File: src/verilog/cgi_pkg.sv
// constants shared by the pin and interrupt unit
// assumes 8-bit register indices and 16-bit register data
package cgi_pkg;

	// ********************************
	// register indices
	// ********************************
	localparam logic [7:0] OFS_PIN_MODE = 8'h0b;
	localparam logic [7:0] OFS_PIN1_CTRL = 8'h0c;
	localparam logic [7:0] OFS_PIN2_CTRL = 8'h0d;
	localparam logic [7:0] OFS_PIN3_CTRL = 8'h0e;
	localparam logic [7:0] OFS_PIN4_CTRL = 8'h0f;
	localparam logic [7:0] OFS_INT_STATUS = 8'h10;
	localparam logic [7:0] OFS_FAULT_FLAGS = 8'h11;
	localparam logic [7:0] OFS_IRQ_CFG = 8'h12;
	localparam logic [7:0] OFS_INT_MASK = 8'h13;

	// ********************************
	// field positions
	// ********************************
	localparam int BIT_DIRECTION = 15;
	localparam int BIT_PULL_HI = 14;
	localparam int BIT_PULL_LO = 13;
	localparam int BIT_EDGE_MODE = 12;
	localparam int BIT_INVERT = 10;
	localparam int BIT_LEVEL = 5;
	localparam int BIT_FN_HI = 3;
	localparam int BIT_THERMAL = 15;
	localparam int BIT_PIN1_IRQ = 11;
	localparam int BIT_REGLOW = 0;
	localparam int BIT_MODE_SEL = 0;
	localparam int BIT_OUT_MASK = 0;
	localparam logic [15:0] STATUS_USED = 16'hf801;

	// ********************************
	// codes
	// ********************************
	localparam logic [1:0] PULL_NONE = 2'h0;
	localparam logic [1:0] PULL_DOWN = 2'h1;
	localparam logic [1:0] PULL_UP = 2'h2;
	localparam logic [3:0] FN_LEVEL_IN = 4'h0;
	localparam logic [3:0] FN_EDGE_IN = 4'h1;
	localparam logic [3:0] FN_CLK_OUT = 4'h2;
	localparam logic [3:0] FN_IRQ_OUT = 4'h3;
	localparam logic [3:0] FN_TEMP_OUT = 4'h7;
	localparam logic [3:0] FN_MIC_CLK = 4'h9;
	localparam logic [3:0] FN_LEVEL_OUT = 4'ha;
	localparam logic [3:0] FN_REGLOW_OUT = 4'hb;

	// ********************************
	// reset values
	// ********************************
	localparam logic RST_DIRECTION = 1'b1;
	localparam logic RST_OUT_MASK = 1'b1;
	localparam logic RST_MODE_SEL = 1'b0;
	localparam logic [15:0] RST_INT_MASK = 16'h0000;

	function automatic logic addr_hit(input logic [7:0] addr, input logic [7:0] ofs);
		addr_hit = (addr == ofs);
	endfunction

	function automatic logic is_drive_fn(input logic [3:0] fn);
		is_drive_fn = (fn == FN_CLK_OUT) || (fn == FN_IRQ_OUT) || (fn == FN_TEMP_OUT) ||
			(fn == FN_MIC_CLK) || (fn == FN_LEVEL_OUT) || (fn == FN_REGLOW_OUT);
	endfunction

endpackage

File: src/verilog/cgi_pin_cell.sv
// one general purpose pin: control register, edge detection, output select
// assumes pin input synchronous to clk; slow_tick is a one-cycle pulse
`timescale 1ns/100ps
module cgi_pin_cell
	import cgi_pkg::*;
(
	input wire logic clk,
	input wire logic rst_n,
	input wire logic ce,
	input wire logic soft_rst,
	input wire logic ctrl_wr,
	input wire logic [15:0] wdata,
	input wire logic available,
	input wire logic pin_in,
	input wire logic slow_tick,
	input wire logic timeout_clock_enable,
	input wire logic irq_line,
	input wire logic divided_clock_output,
	input wire logic mic_clock_output,
	input wire logic overtemp_flag,
	input wire logic regulator_low_flag,
	output logic [15:0] ctrl_rdata,
	output logic edge_event,
	output logic pin_out,
	output logic pin_oe_n,
	output logic pull_up,
	output logic pull_down
);

	logic direction;
	logic [1:0] pull_select;
	logic edge_mode;
	logic invert;
	logic level_out;
	logic [3:0] function_sel;
	logic prev_adj;
	logic level_seen;

	// ********************************
	// decode
	// ********************************
	wire adj = pin_in ^ invert; // [RULE_04]
	wire edge_active = available & direction & (function_sel == FN_EDGE_IN); // [RULE_06]
	wire rise = adj & ~prev_adj; // [RULE_02]
	wire change = adj ^ prev_adj; // [RULE_03]
	wire next_edge = edge_active & (edge_mode ? change : rise); // [RULE_02] [RULE_03]
	wire drives = available & ~direction & is_drive_fn(function_sel); // [RULE_14]
	wire src_raw = (function_sel == FN_CLK_OUT) ? divided_clock_output : // [RULE_08]
		(function_sel == FN_IRQ_OUT) ? irq_line : // [RULE_07]
		(function_sel == FN_TEMP_OUT) ? overtemp_flag : // [RULE_09]
		(function_sel == FN_MIC_CLK) ? mic_clock_output : // [RULE_08]
		(function_sel == FN_REGLOW_OUT) ? regulator_low_flag : level_out; // [RULE_09] [RULE_05]
	wire next_pin_out = drives & (src_raw ^ invert); // [RULE_04]
	// level reads are refreshed only on the gated slow tick
	wire next_level_seen = (slow_tick & timeout_clock_enable) ? adj : level_seen; // [RULE_17]

	assign ctrl_rdata = {direction, pull_select, edge_mode, 1'b0, invert, 4'h0,
		level_seen, 1'b0, function_sel}; // [RULE_05]

	// ********************************
	// control register
	// ********************************
	always_ff @(posedge clk or negedge rst_n) begin
		if (!rst_n) begin
			direction <= RST_DIRECTION;
			pull_select <= PULL_NONE;
			edge_mode <= 1'b0;
			invert <= 1'b0;
			level_out <= 1'b0;
			function_sel <= FN_LEVEL_IN;
		end else if (ce && soft_rst) begin
			direction <= RST_DIRECTION;
			pull_select <= PULL_NONE;
			edge_mode <= 1'b0;
			invert <= 1'b0;
			level_out <= 1'b0;
			function_sel <= FN_LEVEL_IN;
		end else if (ce && ctrl_wr) begin
			direction <= wdata[BIT_DIRECTION]; // [RULE_14]
			pull_select <= wdata[BIT_PULL_HI:BIT_PULL_LO];
			edge_mode <= wdata[BIT_EDGE_MODE];
			invert <= wdata[BIT_INVERT];
			level_out <= wdata[BIT_LEVEL]; // [RULE_05]
			function_sel <= wdata[BIT_FN_HI:0];
		end
	end

	// ********************************
	// pin state
	// ********************************
	always_ff @(posedge clk or negedge rst_n) begin
		if (!rst_n) begin
			prev_adj <= 1'b0;
			level_seen <= 1'b0;
			edge_event <= 1'b0;
			pin_out <= 1'b0;
			pin_oe_n <= 1'b1;
			pull_up <= 1'b0;
			pull_down <= 1'b0;
		end else if (ce) begin
			prev_adj <= adj;
			level_seen <= next_level_seen;
			edge_event <= next_edge;
			pin_out <= next_pin_out;
			pin_oe_n <= ~drives;
			pull_up <= available & (pull_select == PULL_UP); // [RULE_01]
			pull_down <= available & (pull_select == PULL_DOWN); // [RULE_01]
		end
	end
endmodule

File: src/verilog/cgi_gpio_irq.sv
// pin and interrupt unit: register file, pins, sticky status, irq output
// assumes one register access per cycle; inputs synchronous to REF_CLK
`timescale 1ns/100ps
// Notes on behaviour
// RULE_01: pull code 00 gives no pull, 01 a pull-down, 10 a pull-up, and 11 is reserved.
// RULE_02: in single-edge mode a pin interrupts on rising edge, or falling edge when inverted.
// RULE_03: in dual-edge mode a pin interrupts on every edge regardless of polarity.
// RULE_04: with invert set the level bit is the inverse of the pin for reads and drives.
// RULE_05: writing the level bit sets the driven value and reading it returns the input level.
// RULE_06: function 0000 is a plain level input and 0001 an edge-detection input.
// RULE_07: function 0011 drives the combined interrupt request onto the pin.
// RULE_08: function 0010 drives the divided clock and 1001 the microphone clock.
// RULE_09: functions 1010, 0111 and 1011 drive the level bit, overtemp and undervoltage flags.
// RULE_10: pin-mode bit 0 selects the third pin once set and stays set until soft reset.
// RULE_11: status bits latch when set and clear when the status register is read.
// RULE_12: the mask register has one bit per source where 1 masks that source.
// RULE_13: a global mask bit, set at reset, suppresses the interrupt output while it is 1.
// RULE_14: pin control bit 15 makes the pin an output at 0 and an input at 1, input at reset.
// RULE_15: the fault flag register shows live overtemp at bit 15 and undervoltage at bit 0.
// RULE_16: the interrupt output is high while any unmasked status bit is set and not globally masked.
// RULE_17: the timeout clock enable gates the slow tick used for level detection.
module cgi_gpio_irq
	import cgi_pkg::*;
#(
	parameter int PIN_COUNT = 4
) (
	input wire logic REF_CLK,
	input wire logic RST_N,
	input wire logic CLK_EN,
	input wire logic SOFT_RESET,
	input wire logic [7:0] REG_ADDR,
	input wire logic REG_WR,
	input wire logic REG_RD,
	input wire logic [15:0] REG_WDATA,
	output logic [15:0] REG_RDATA,
	input wire logic [3:0] PIN_IN,
	output logic [3:0] PIN_OUT,
	output logic [3:0] PIN_OE_N,
	output logic [3:0] PIN_PULL_UP,
	output logic [3:0] PIN_PULL_DOWN,
	output logic CONTROL_PORT_MODE_PIN,
	input wire logic OVERTEMP,
	input wire logic REGULATOR_LOW,
	input wire logic DIVIDED_CLOCK,
	input wire logic MIC_CLOCK,
	input wire logic TIMEOUT_CLOCK_ENABLE,
	input wire logic SLOW_TICK,
	output logic IRQ
);
	import cgi_pkg::*;

	logic pin_mode_select;
	logic irq_output_mask;
	logic [15:0] irq_mask;
	logic [15:0] irq_status;
	logic prev_overtemp;
	logic prev_reglow;
	logic [3:0] pin_events;
	logic [15:0] pin_rdata [4];

	// ********************************
	// address decode
	// ********************************
	wire wr_mode = REG_WR & addr_hit(REG_ADDR, OFS_PIN_MODE);
	wire wr_irq_cfg = REG_WR & addr_hit(REG_ADDR, OFS_IRQ_CFG);
	wire wr_mask = REG_WR & addr_hit(REG_ADDR, OFS_INT_MASK);
	wire rd_status = REG_RD & addr_hit(REG_ADDR, OFS_INT_STATUS);
	wire rd_fault = REG_RD & addr_hit(REG_ADDR, OFS_FAULT_FLAGS);

	// ********************************
	// interrupt sources
	// ********************************
	wire thermal_rise = OVERTEMP & ~prev_overtemp;
	wire reglow_rise = REGULATOR_LOW & ~prev_reglow;
	wire [15:0] event_vec = {thermal_rise, pin_events, 10'h000, reglow_rise}; // [RULE_11]
	wire [15:0] clr_vec = rd_status ? STATUS_USED : 16'h0000; // [RULE_11]
	// a source firing during the read survives the clear
	wire [15:0] next_status = (irq_status & ~clr_vec) | event_vec; // [RULE_11]
	wire irq_pending = |(irq_status & ~irq_mask); // [RULE_12] [RULE_16]
	wire next_irq = irq_pending & ~irq_output_mask; // [RULE_13] [RULE_16]
	wire [15:0] fault_word = {OVERTEMP, 14'h0000, REGULATOR_LOW}; // [RULE_15]
	// once set, only a soft reset or power-off returns the third pin to the strap
	wire next_mode_sel = pin_mode_select | (wr_mode & REG_WDATA[BIT_MODE_SEL]); // [RULE_10]

	// ********************************
	// read mux
	// ********************************
	wire [15:0] rd_mux = addr_hit(REG_ADDR, OFS_PIN_MODE) ? {15'h0000, pin_mode_select} :
		addr_hit(REG_ADDR, OFS_PIN1_CTRL) ? pin_rdata[0] :
		addr_hit(REG_ADDR, OFS_PIN2_CTRL) ? pin_rdata[1] :
		addr_hit(REG_ADDR, OFS_PIN3_CTRL) ? pin_rdata[2] :
		addr_hit(REG_ADDR, OFS_PIN4_CTRL) ? pin_rdata[3] :
		addr_hit(REG_ADDR, OFS_INT_STATUS) ? irq_status :
		addr_hit(REG_ADDR, OFS_FAULT_FLAGS) ? fault_word :
		addr_hit(REG_ADDR, OFS_IRQ_CFG) ? {15'h0000, irq_output_mask} :
		addr_hit(REG_ADDR, OFS_INT_MASK) ? irq_mask : 16'h0000;

	// ********************************
	// pins
	// ********************************
	for (genvar i = 0; i < PIN_COUNT; i++) begin : g_pin
		// the third pin is the control port mode strap until released
		wire available = (i != 2) || pin_mode_select; // [RULE_10]
		wire ctrl_wr = REG_WR & addr_hit(REG_ADDR, OFS_PIN1_CTRL + 8'(i));
		cgi_pin_cell u_cell (
			.clk(REF_CLK),
			.rst_n(RST_N),
			.ce(CLK_EN),
			.soft_rst(SOFT_RESET),
			.ctrl_wr(ctrl_wr),
			.wdata(REG_WDATA),
			.available(available),
			.pin_in(PIN_IN[i]),
			.slow_tick(SLOW_TICK),
			.timeout_clock_enable(TIMEOUT_CLOCK_ENABLE),
			.irq_line(IRQ),
			.divided_clock_output(DIVIDED_CLOCK),
			.mic_clock_output(MIC_CLOCK),
			.overtemp_flag(OVERTEMP),
			.regulator_low_flag(REGULATOR_LOW),
			.ctrl_rdata(pin_rdata[i]),
			.edge_event(pin_events[i]),
			.pin_out(PIN_OUT[i]),
			.pin_oe_n(PIN_OE_N[i]),
			.pull_up(PIN_PULL_UP[i]),
			.pull_down(PIN_PULL_DOWN[i])
		);
	end

	// ********************************
	// configuration registers
	// ********************************
	always_ff @(posedge REF_CLK or negedge RST_N) begin
		if (!RST_N) begin
			pin_mode_select <= RST_MODE_SEL;
			irq_output_mask <= RST_OUT_MASK;
			irq_mask <= RST_INT_MASK;
		end else if (CLK_EN && SOFT_RESET) begin
			pin_mode_select <= RST_MODE_SEL;
			irq_output_mask <= RST_OUT_MASK;
			irq_mask <= RST_INT_MASK;
		end else if (CLK_EN) begin
			pin_mode_select <= next_mode_sel; // [RULE_10]
			if (wr_irq_cfg) begin
				irq_output_mask <= REG_WDATA[BIT_OUT_MASK]; // [RULE_13]
			end
			if (wr_mask) begin
				irq_mask <= REG_WDATA & STATUS_USED; // [RULE_12]
			end
		end
	end

	// ********************************
	// status and outputs
	// ********************************
	always_ff @(posedge REF_CLK or negedge RST_N) begin
		if (!RST_N) begin
			irq_status <= 16'h0000;
			prev_overtemp <= 1'b0;
			prev_reglow <= 1'b0;
			IRQ <= 1'b0;
			REG_RDATA <= 16'h0000;
			CONTROL_PORT_MODE_PIN <= 1'b0;
		end else if (CLK_EN && SOFT_RESET) begin
			irq_status <= 16'h0000;
			prev_overtemp <= OVERTEMP;
			prev_reglow <= REGULATOR_LOW;
			IRQ <= 1'b0;
			REG_RDATA <= 16'h0000;
			CONTROL_PORT_MODE_PIN <= 1'b0;
		end else if (CLK_EN) begin
			irq_status <= next_status; // [RULE_11]
			prev_overtemp <= OVERTEMP;
			prev_reglow <= REGULATOR_LOW;
			IRQ <= next_irq; // [RULE_16]
			if (REG_RD) begin
				REG_RDATA <= rd_mux; // [RULE_15]
			end
			CONTROL_PORT_MODE_PIN <= PIN_IN[2] & ~pin_mode_select;
		end
	end
endmodule

File: config.mk
export PLATFORM = sky130hd
export DESIGN_NAME = cgi_gpio_irq
export DESIGN_NICKNAME = d
export VERILOG_FILES = /design/src/verilog/cgi_pkg.sv /design/src/verilog/cgi_pin_cell.sv /design/src/verilog/cgi_gpio_irq.sv
export SDC_FILE = /design/constraint.sdc
export NUM_CORES = 1
export LEC_CHECK = 0
export BUFFER_PORTS_ARGS = -buffer_cell sky130_fd_sc_hd__buf_2
export CORE_MARGIN = 2
export CORE_UTILIZATION = 28
export DETAILED_ROUTE_END_ITERATION = 7
export GPL_TIMING_DRIVEN = 0
export PLACE_DENSITY = 0.5
export SYNTH_ARGS = -nofsm -noshare
export SYNTH_HDL_FRONTEND = slang
export SYNTH_HIERARCHICAL = 1
export SYNTH_SLANG_ARGS = --single-unit
File: constraint.sdc
create_clock -name REF_CLK -period 1.6 [get_ports REF_CLK]
set_input_delay 0.08 -clock REF_CLK [delete_from_list [all_inputs] [get_ports REF_CLK]]
set_output_delay 0.08 -clock REF_CLK [all_outputs]
set_load 0.01 [all_outputs]
* Word level (Yosys, flattened, before mapping)
Cells that the tools add are included.
** Storage, ports and cells
- Flip-flop bits (word level) :: 122
- Input bits :: 40
- Output and inout port bits :: 34
- Word-level logic and storage cells :: 319
** Cells by class
- Eq/ne operators :: 45
- Muxes and demuxes :: 103
- Bitwise operators :: 72
- Reduce and logical (&&, ||, !) cells :: 38
** Operators by type and width (number)
- $mux 16 :: 18
- $mux 1 :: 69
- $eq 4x4->1 const B :: 12
- $eq 8x4->1 const B :: 5
- $and 1x1->1 :: 38
- $and 16x16->16 :: 2
- $eq 4x2->1 const B :: 8
- $eq 8x5->1 const B :: 4
- $mux 4 :: 8
- $not 16->16 :: 2
- $logic_or 1x1->1 :: 20
- $eq 4x1->1 const B :: 4
- $eq 4x3->1 const B :: 4
- $mux 2 :: 8
- $not 1->1 :: 16
- $or 16x16->16 :: 1
- $reduce_bool 2->1 :: 8
- $reduce_or 16->1 :: 1
- $xor 1x1->1 :: 12
- $eq 2x1->1 const B :: 4
- $eq 2x2->1 const B :: 4
- $reduce_and 2->1 :: 4
- $logic_and 1x1->1 :: 5
- $or 1x1->1 :: 1

* Logic depth before layout (Yosys ltp)
- Word-level depth :: 13
- Gate-level depth with buffers :: 9
- Mapped depth without buffers :: 7

* Modules after synthesis
Netlist, hierarchy kept.
** Modules (own cells, without submodules)
- cgi_pin_cell :: instances 4, cells each 110, area an instance 991.0 um^2, sequential area each 427.9 um^2
- cgi_gpio_irq :: instances 1, cells each 256, area an instance 2163.3 um^2, sequential area each 852.1 um^2

* Worst setup path before layout
No wires, ideal clock.
- Path type :: input -> register
- Start point :: in REG_ADDR[1]
- End point :: reg g_pin[0].u_cell.function_sel[0]
- Setup time :: 0.133 ns
- Arrival time :: 1.341 ns
- Required time :: 1.467 ns
- Slack :: 0.126 ns
- Cell stages on the path :: 9
- Path buffers :: 3
- Path through :: buf_2 -> nor2_1 -> nand3_1 -> clkbuf_1 -> nor2_1 -> o21ai_0 -> clkbuf_1 -> nand2_1 -> o21ai_0
** On the way
- Word-level cells in the longest chain between the ends :: 4
** RTL lines
- start, declared :: RTL line cgi_gpio_irq.sv:31 : input wire logic [7:0] REG_ADDR,
- $eq 8x4->1 :: RTL line cgi_pkg.sv:59 : addr_hit = (addr == ofs);
- $and 1x1->1 :: RTL line cgi_gpio_irq.sv:104 : wire ctrl_wr = REG_WR & addr_hit(REG_ADDR, OFS_PIN1_CTRL + 8'(i));
- via g_pin[0].ctrl_wr :: RTL line cgi_gpio_irq.sv:104
- $logic_and 1x1->1 :: RTL line cgi_pin_cell.sv:78 : end else if (ce && ctrl_wr) begin
- $reduce_bool 2->1 (no source line)
- end signal, assigned :: RTL line cgi_pin_cell.sv:84 : function_sel <= wdata[BIT_FN_HI:0];
- end, declared :: RTL line cgi_pin_cell.sv:35 : logic [3:0] function_sel;
The timed path passes the listed nets, and every way through them passes these cells.
A chain may end at the register's enable or synchronous reset.

* Worst setup path after layout
- Start point :: reg g_pin[0].u_cell.function_sel[0]
- End point :: reg g_pin[0].u_cell.pin_out
** On the way
- Word-level cells in the longest chain between the ends :: 8
- Elaborated cells between the ends (all ways) :: 19
- Classes of those cells :: eq/ne: 6; mux: 5; bitwise: 3; reduce/logical: 5
** RTL lines
- $eq 4x4->1 (tied with other cells) :: RTL line cgi_pkg.sv:64, cgi_pin_cell.sv:52
- $mux 1 / $logic_or 1x1->1 (equally long branches) :: RTL line cgi_pin_cell.sv:52, cgi_pkg.sv:63
- $mux 1 / $logic_or 1x1->1 (equally long branches) :: RTL line cgi_pin_cell.sv:51, cgi_pkg.sv:63
- $mux 1 / $logic_or 1x1->1 (equally long branches) :: RTL line cgi_pin_cell.sv:50, cgi_pkg.sv:63
- $mux 1 / $logic_or 1x1->1 (equally long branches) :: RTL line cgi_pin_cell.sv:49, cgi_pkg.sv:64
- $mux 1 / $logic_or 1x1->1 (equally long branches) :: RTL line cgi_pin_cell.sv:48, cgi_pkg.sv:64
- $xor 1x1->1 / $and 1x1->1 (equally long branches) :: RTL line cgi_pin_cell.sv:53, cgi_pin_cell.sv:47
- $and 1x1->1 * :: RTL line cgi_pin_cell.sv:53 : wire next_pin_out = drives & (src_raw ^ invert);
- end signal, assigned :: RTL line cgi_pin_cell.sv:104 : pin_out <= next_pin_out;
- end, declared :: RTL line cgi_pin_cell.sv:24 : output logic pin_out,
Every way passes the cells marked *; elsewhere a longest branch is shown, timed or not.

==> flow_metrics.py <==
metrics = {
    "status": {
        "status": "completed",
    },
    "setup_path": {
        "cp_data_required_time_ps": 1830,
        "end_kind": "flip-flop",
        "cp_max_fo": 9,
        "r2r_cells": 6,
        "cp-start-kind": "flip-flop",
        "crit_type": "flip-flop to flip-flop",
        "arrival_ps": 1770,
    },
    "cells_and_area": {
        "final_cell_mix": "nand2_1, dfrtp_1, buf_2",
        "layout_commonest_cell": "nand2_1",
        "fin_nets": 856,
        "drive_gt1_share_pct": 26.8,
        "utilization_pct": 34.2,
        "syn_to_final_growth_pct": 20.8,
        "insertedDiodeCount": 0,
    },
    "logic_synthesis": {
        "avgSynthCellArea_um2": 8.80,
        "ys_seq_area_share_pct": 41.8,
        "ys_ff_latch": 102,
        "ys_async_sr_fraction_pct": 100,
        "syn_area_um2": 6130,
        "yosysWarnings": 6,
        "synthCells": 696,
        "synth.distinct_cells": 55,
        "synth-edff-count": 0,
        "synth_flop_cell": "dfrtp_1",
    },
    "floorplan": {
        "fp-row-count": 54,
        "die_w_um": 152,
        "io_pins": 74,
        "dieHeight_um": 152,
        "initial_core_util_pct": 28.3,
        "dieArea_um2": 23100,
        "coreArea_um2": 21600,
    },
    "sta": {
        "relSlewSlack_pct": 54.0,
        "rsz0062_at_grt": "true",
        "maxSlewViolCount": 0,
        "final_hold_viol_count": 0,
        "maxClockFrequency_mhz": 650,
        "setup_viol": 0,
        "max_slew.worst_pin.slew_ps": 690,
        "setup_ws_ps": 61.2,
        "period_needed_ps": 1540,
        "period_share_pct": 96.2,
        "finClkSkew_ps": 11.2,
    },
    "pwr": {
        "powerDensity_nw_per_um2": 874,
        "switching_share_pct": 30.4,
        "p_int_w": 0.00451,
        "p_leak_nw": 3.42,
        "ir_drop_uv": 520,
        "pwr-share-clk_pct": 33.7,
        "combPwrFrac_pct": 19.9,
        "p_switching_w": 0.00197,
        "seqPwrFrac_pct": 46.4,
    },
    "global_route": {
        "grt_pass1_wl_um": 30200,
        "grt_pass1_vias": 4835,
        "grt_max_degree": 55,
        "grt-ovfl-total": 0,
        "antenna_found_initial": 0,
        "gr-usage-all-layers_pct": 17.3,
    },
    "cts": {
        "htreeDepth": 3,
        "clkSinkCount": 102,
        "cts_buffer_depth": 2,
        "cts_tree": "done",
        "clk_transition_reported_paths_ps": 70,
        "insertion_delay_ps": 360,
        "root_buffer": "clkbuf_16",
        "cts_buffers": 9,
    },
    "routing": {
        "drc": 0,
        "first_iter_violations": 383,
        "first_pass_iters": 4,
        "wl_um": 19700,
        "ant_nets": 0,
        "viasPerCell": 4.68,
        "num_vias": 5136,
        "wl_per_cell_um": 17.9,
    },
    "min_path": {
        "hold_path_depth": 2,
        "hp-class": "primary input to flip-flop",
    },
    "place": {
        "detailedPlace.worstSlack_ps": -597,
        "portBuffers": 68,
        "gp_congestion": 0.871,
        "place_hpwl_um": 14200,
    },
    "run": {
        "cap_violations": 0,
    },
}
-- worst max-delay path: stages, from the launching register on --
cell and delay [ps]:
dfrtp_1 400, buf_6 140, or3b_1 390, a21oi_2 150, o31ai_2 90, xor2_1 170
o22ai_2 70
-- sequential cells by signal (all words and copies together) (netlist names), 4 cells and up --
register                   cells
REG_RDATA                     16
g_pin.u_cell/function_sel     16
g_pin.u_cell/pull_select       8
irq_mask                       6
irq_status                     6
g_pin.u_cell/direction         4
g_pin.u_cell/edge_event        4
g_pin.u_cell/edge_mode         4
g_pin.u_cell/invert            4
g_pin.u_cell/level_out         4
g_pin.u_cell/level_seen        4
g_pin.u_cell/pin_oe_n          4
g_pin.u_cell/pin_out           4
g_pin.u_cell/prev_adj          4
g_pin.u_cell/pull_down         4
g_pin.u_cell/pull_up           4
-- worst paths after layout --
kind	from	endpoint	slack [ps]
worst max-delay path	g_pin[0].u_cell/function_sel[0]	g_pin[0].u_cell/pin_out	60
worst min-delay path	PIN_IN[2]	CONTROL_PORT_MODE_PIN	50
worst max register to register	g_pin[0].u_cell/function_sel[0]	g_pin[0].u_cell/pin_out	60
worst min register to register	REG_RDATA[4]	REG_RDATA[4]	470
max in group asynchronous	RST_N	g_pin[3].u_cell/direction	540
min in group asynchronous	RST_N	g_pin[0].u_cell/pull_down	300
-- cell families after synthesis --
| family | share of synthesized area [%] |
|---|---|
| and+or+nand+nor | 20.9 |
| AOI/OAI and AO/OA | 19.7 |
| buffers and inverters | 11.2 |
| DFF | 41.8 |
| muxes | 4.02 |
| xor gates and xnor gates | 1.14 |
| other | 0.306 |
| adders and majority gates | 0.817 |
-- Yosys cell counts, types with 5 or more instances --
master    count  area (um2)
nand2_1      94         353
dfrtp_1      93        2330
o21ai_0      65         325
inv_1        51         191
nor2_1       44         165
buf_4        41         308
nand2b_1     41         257
mux2i_1      22         220
clkbuf_1     20        75.1
nand3_1      18        90.1
a21oi_1      14        70.1
o22ai_1      14        87.6
o31ai_1      10        75.1
buf_2         9        45.0
dfstp_2       9         236
nor2b_1       9        56.3
o21ai_1       9        45.0
o32ai_1       9        78.8
nand3b_1      8        60.1
nand4b_1      8        70.1
a22o_1        6        52.6
nor3_1        6        30.0
a22oi_1       5        37.5
a32o_1        5        50.1
buf_6         5        56.3
conb_1        5        18.8
or3b_1        5        43.8
-- metrics by stage --
stage	cells	instance area [um2]	setup TNS [ps]	power, W	hold WS, ps
finish	1097	7400	0	0.00647	53.4
detailed placement	1067	6930	-22870	0.00427	158
CTS	1085	7260	-70.9	0.00649	35.5
floorplan	718	6210	0	0.00378	-216
global route	1097	7400	-31.6	0.00682	65.0
global placement	1066	6900	-102680	0.00425	350
-- layer usage --
metal	vias up	wire [um]	track usage [%]
met3	21	1130	3.96
li1	2556	-	-
met5	-	0	0
met4	0	318	3.92
met1	2446	9260	24.8
met2	113	8950	26.5
-- layout make-up --
cell class / count / area, um2
Multi-Input combinational cell: 487 / 3010
Sequential cell: 102 / 2570
Tap cell: 280 / 350
Fill cell: 2300 / 14200
Inverter: 52 / 195
Clock buffer: 12 / 256
Clock inverter: 4 / 28.8
Timing Repair Buffer: 83 / 480
Buffer: 77 / 510
-- power groups by stage --
stage / Clock, W / Sequential, W / Combinational [W]
final: 0.00218 / 0.00300 / 0.00129
after global routing: 0.00236 / 0.00303 / 0.00144
after CTS: 0.00226 / 0.00300 / 0.00124
after detailed placement: 0 / 0.00305 / 0.00122
after global placement: 0 / 0.00305 / 0.00120
after floorplan: 0 / 0.00297 / 0.000814
-- repair_timing --
action,4_1_cts,5_1_grt
endpoints found under the hold margin,45,0
buffers inserted,0,12
hold buffers,2,0
gates resized for setup,6,41
pin swaps,0,9
endpoints found under the setup margin,43,45
gates cloned,0,0
(Power assumes the default switching activity.)
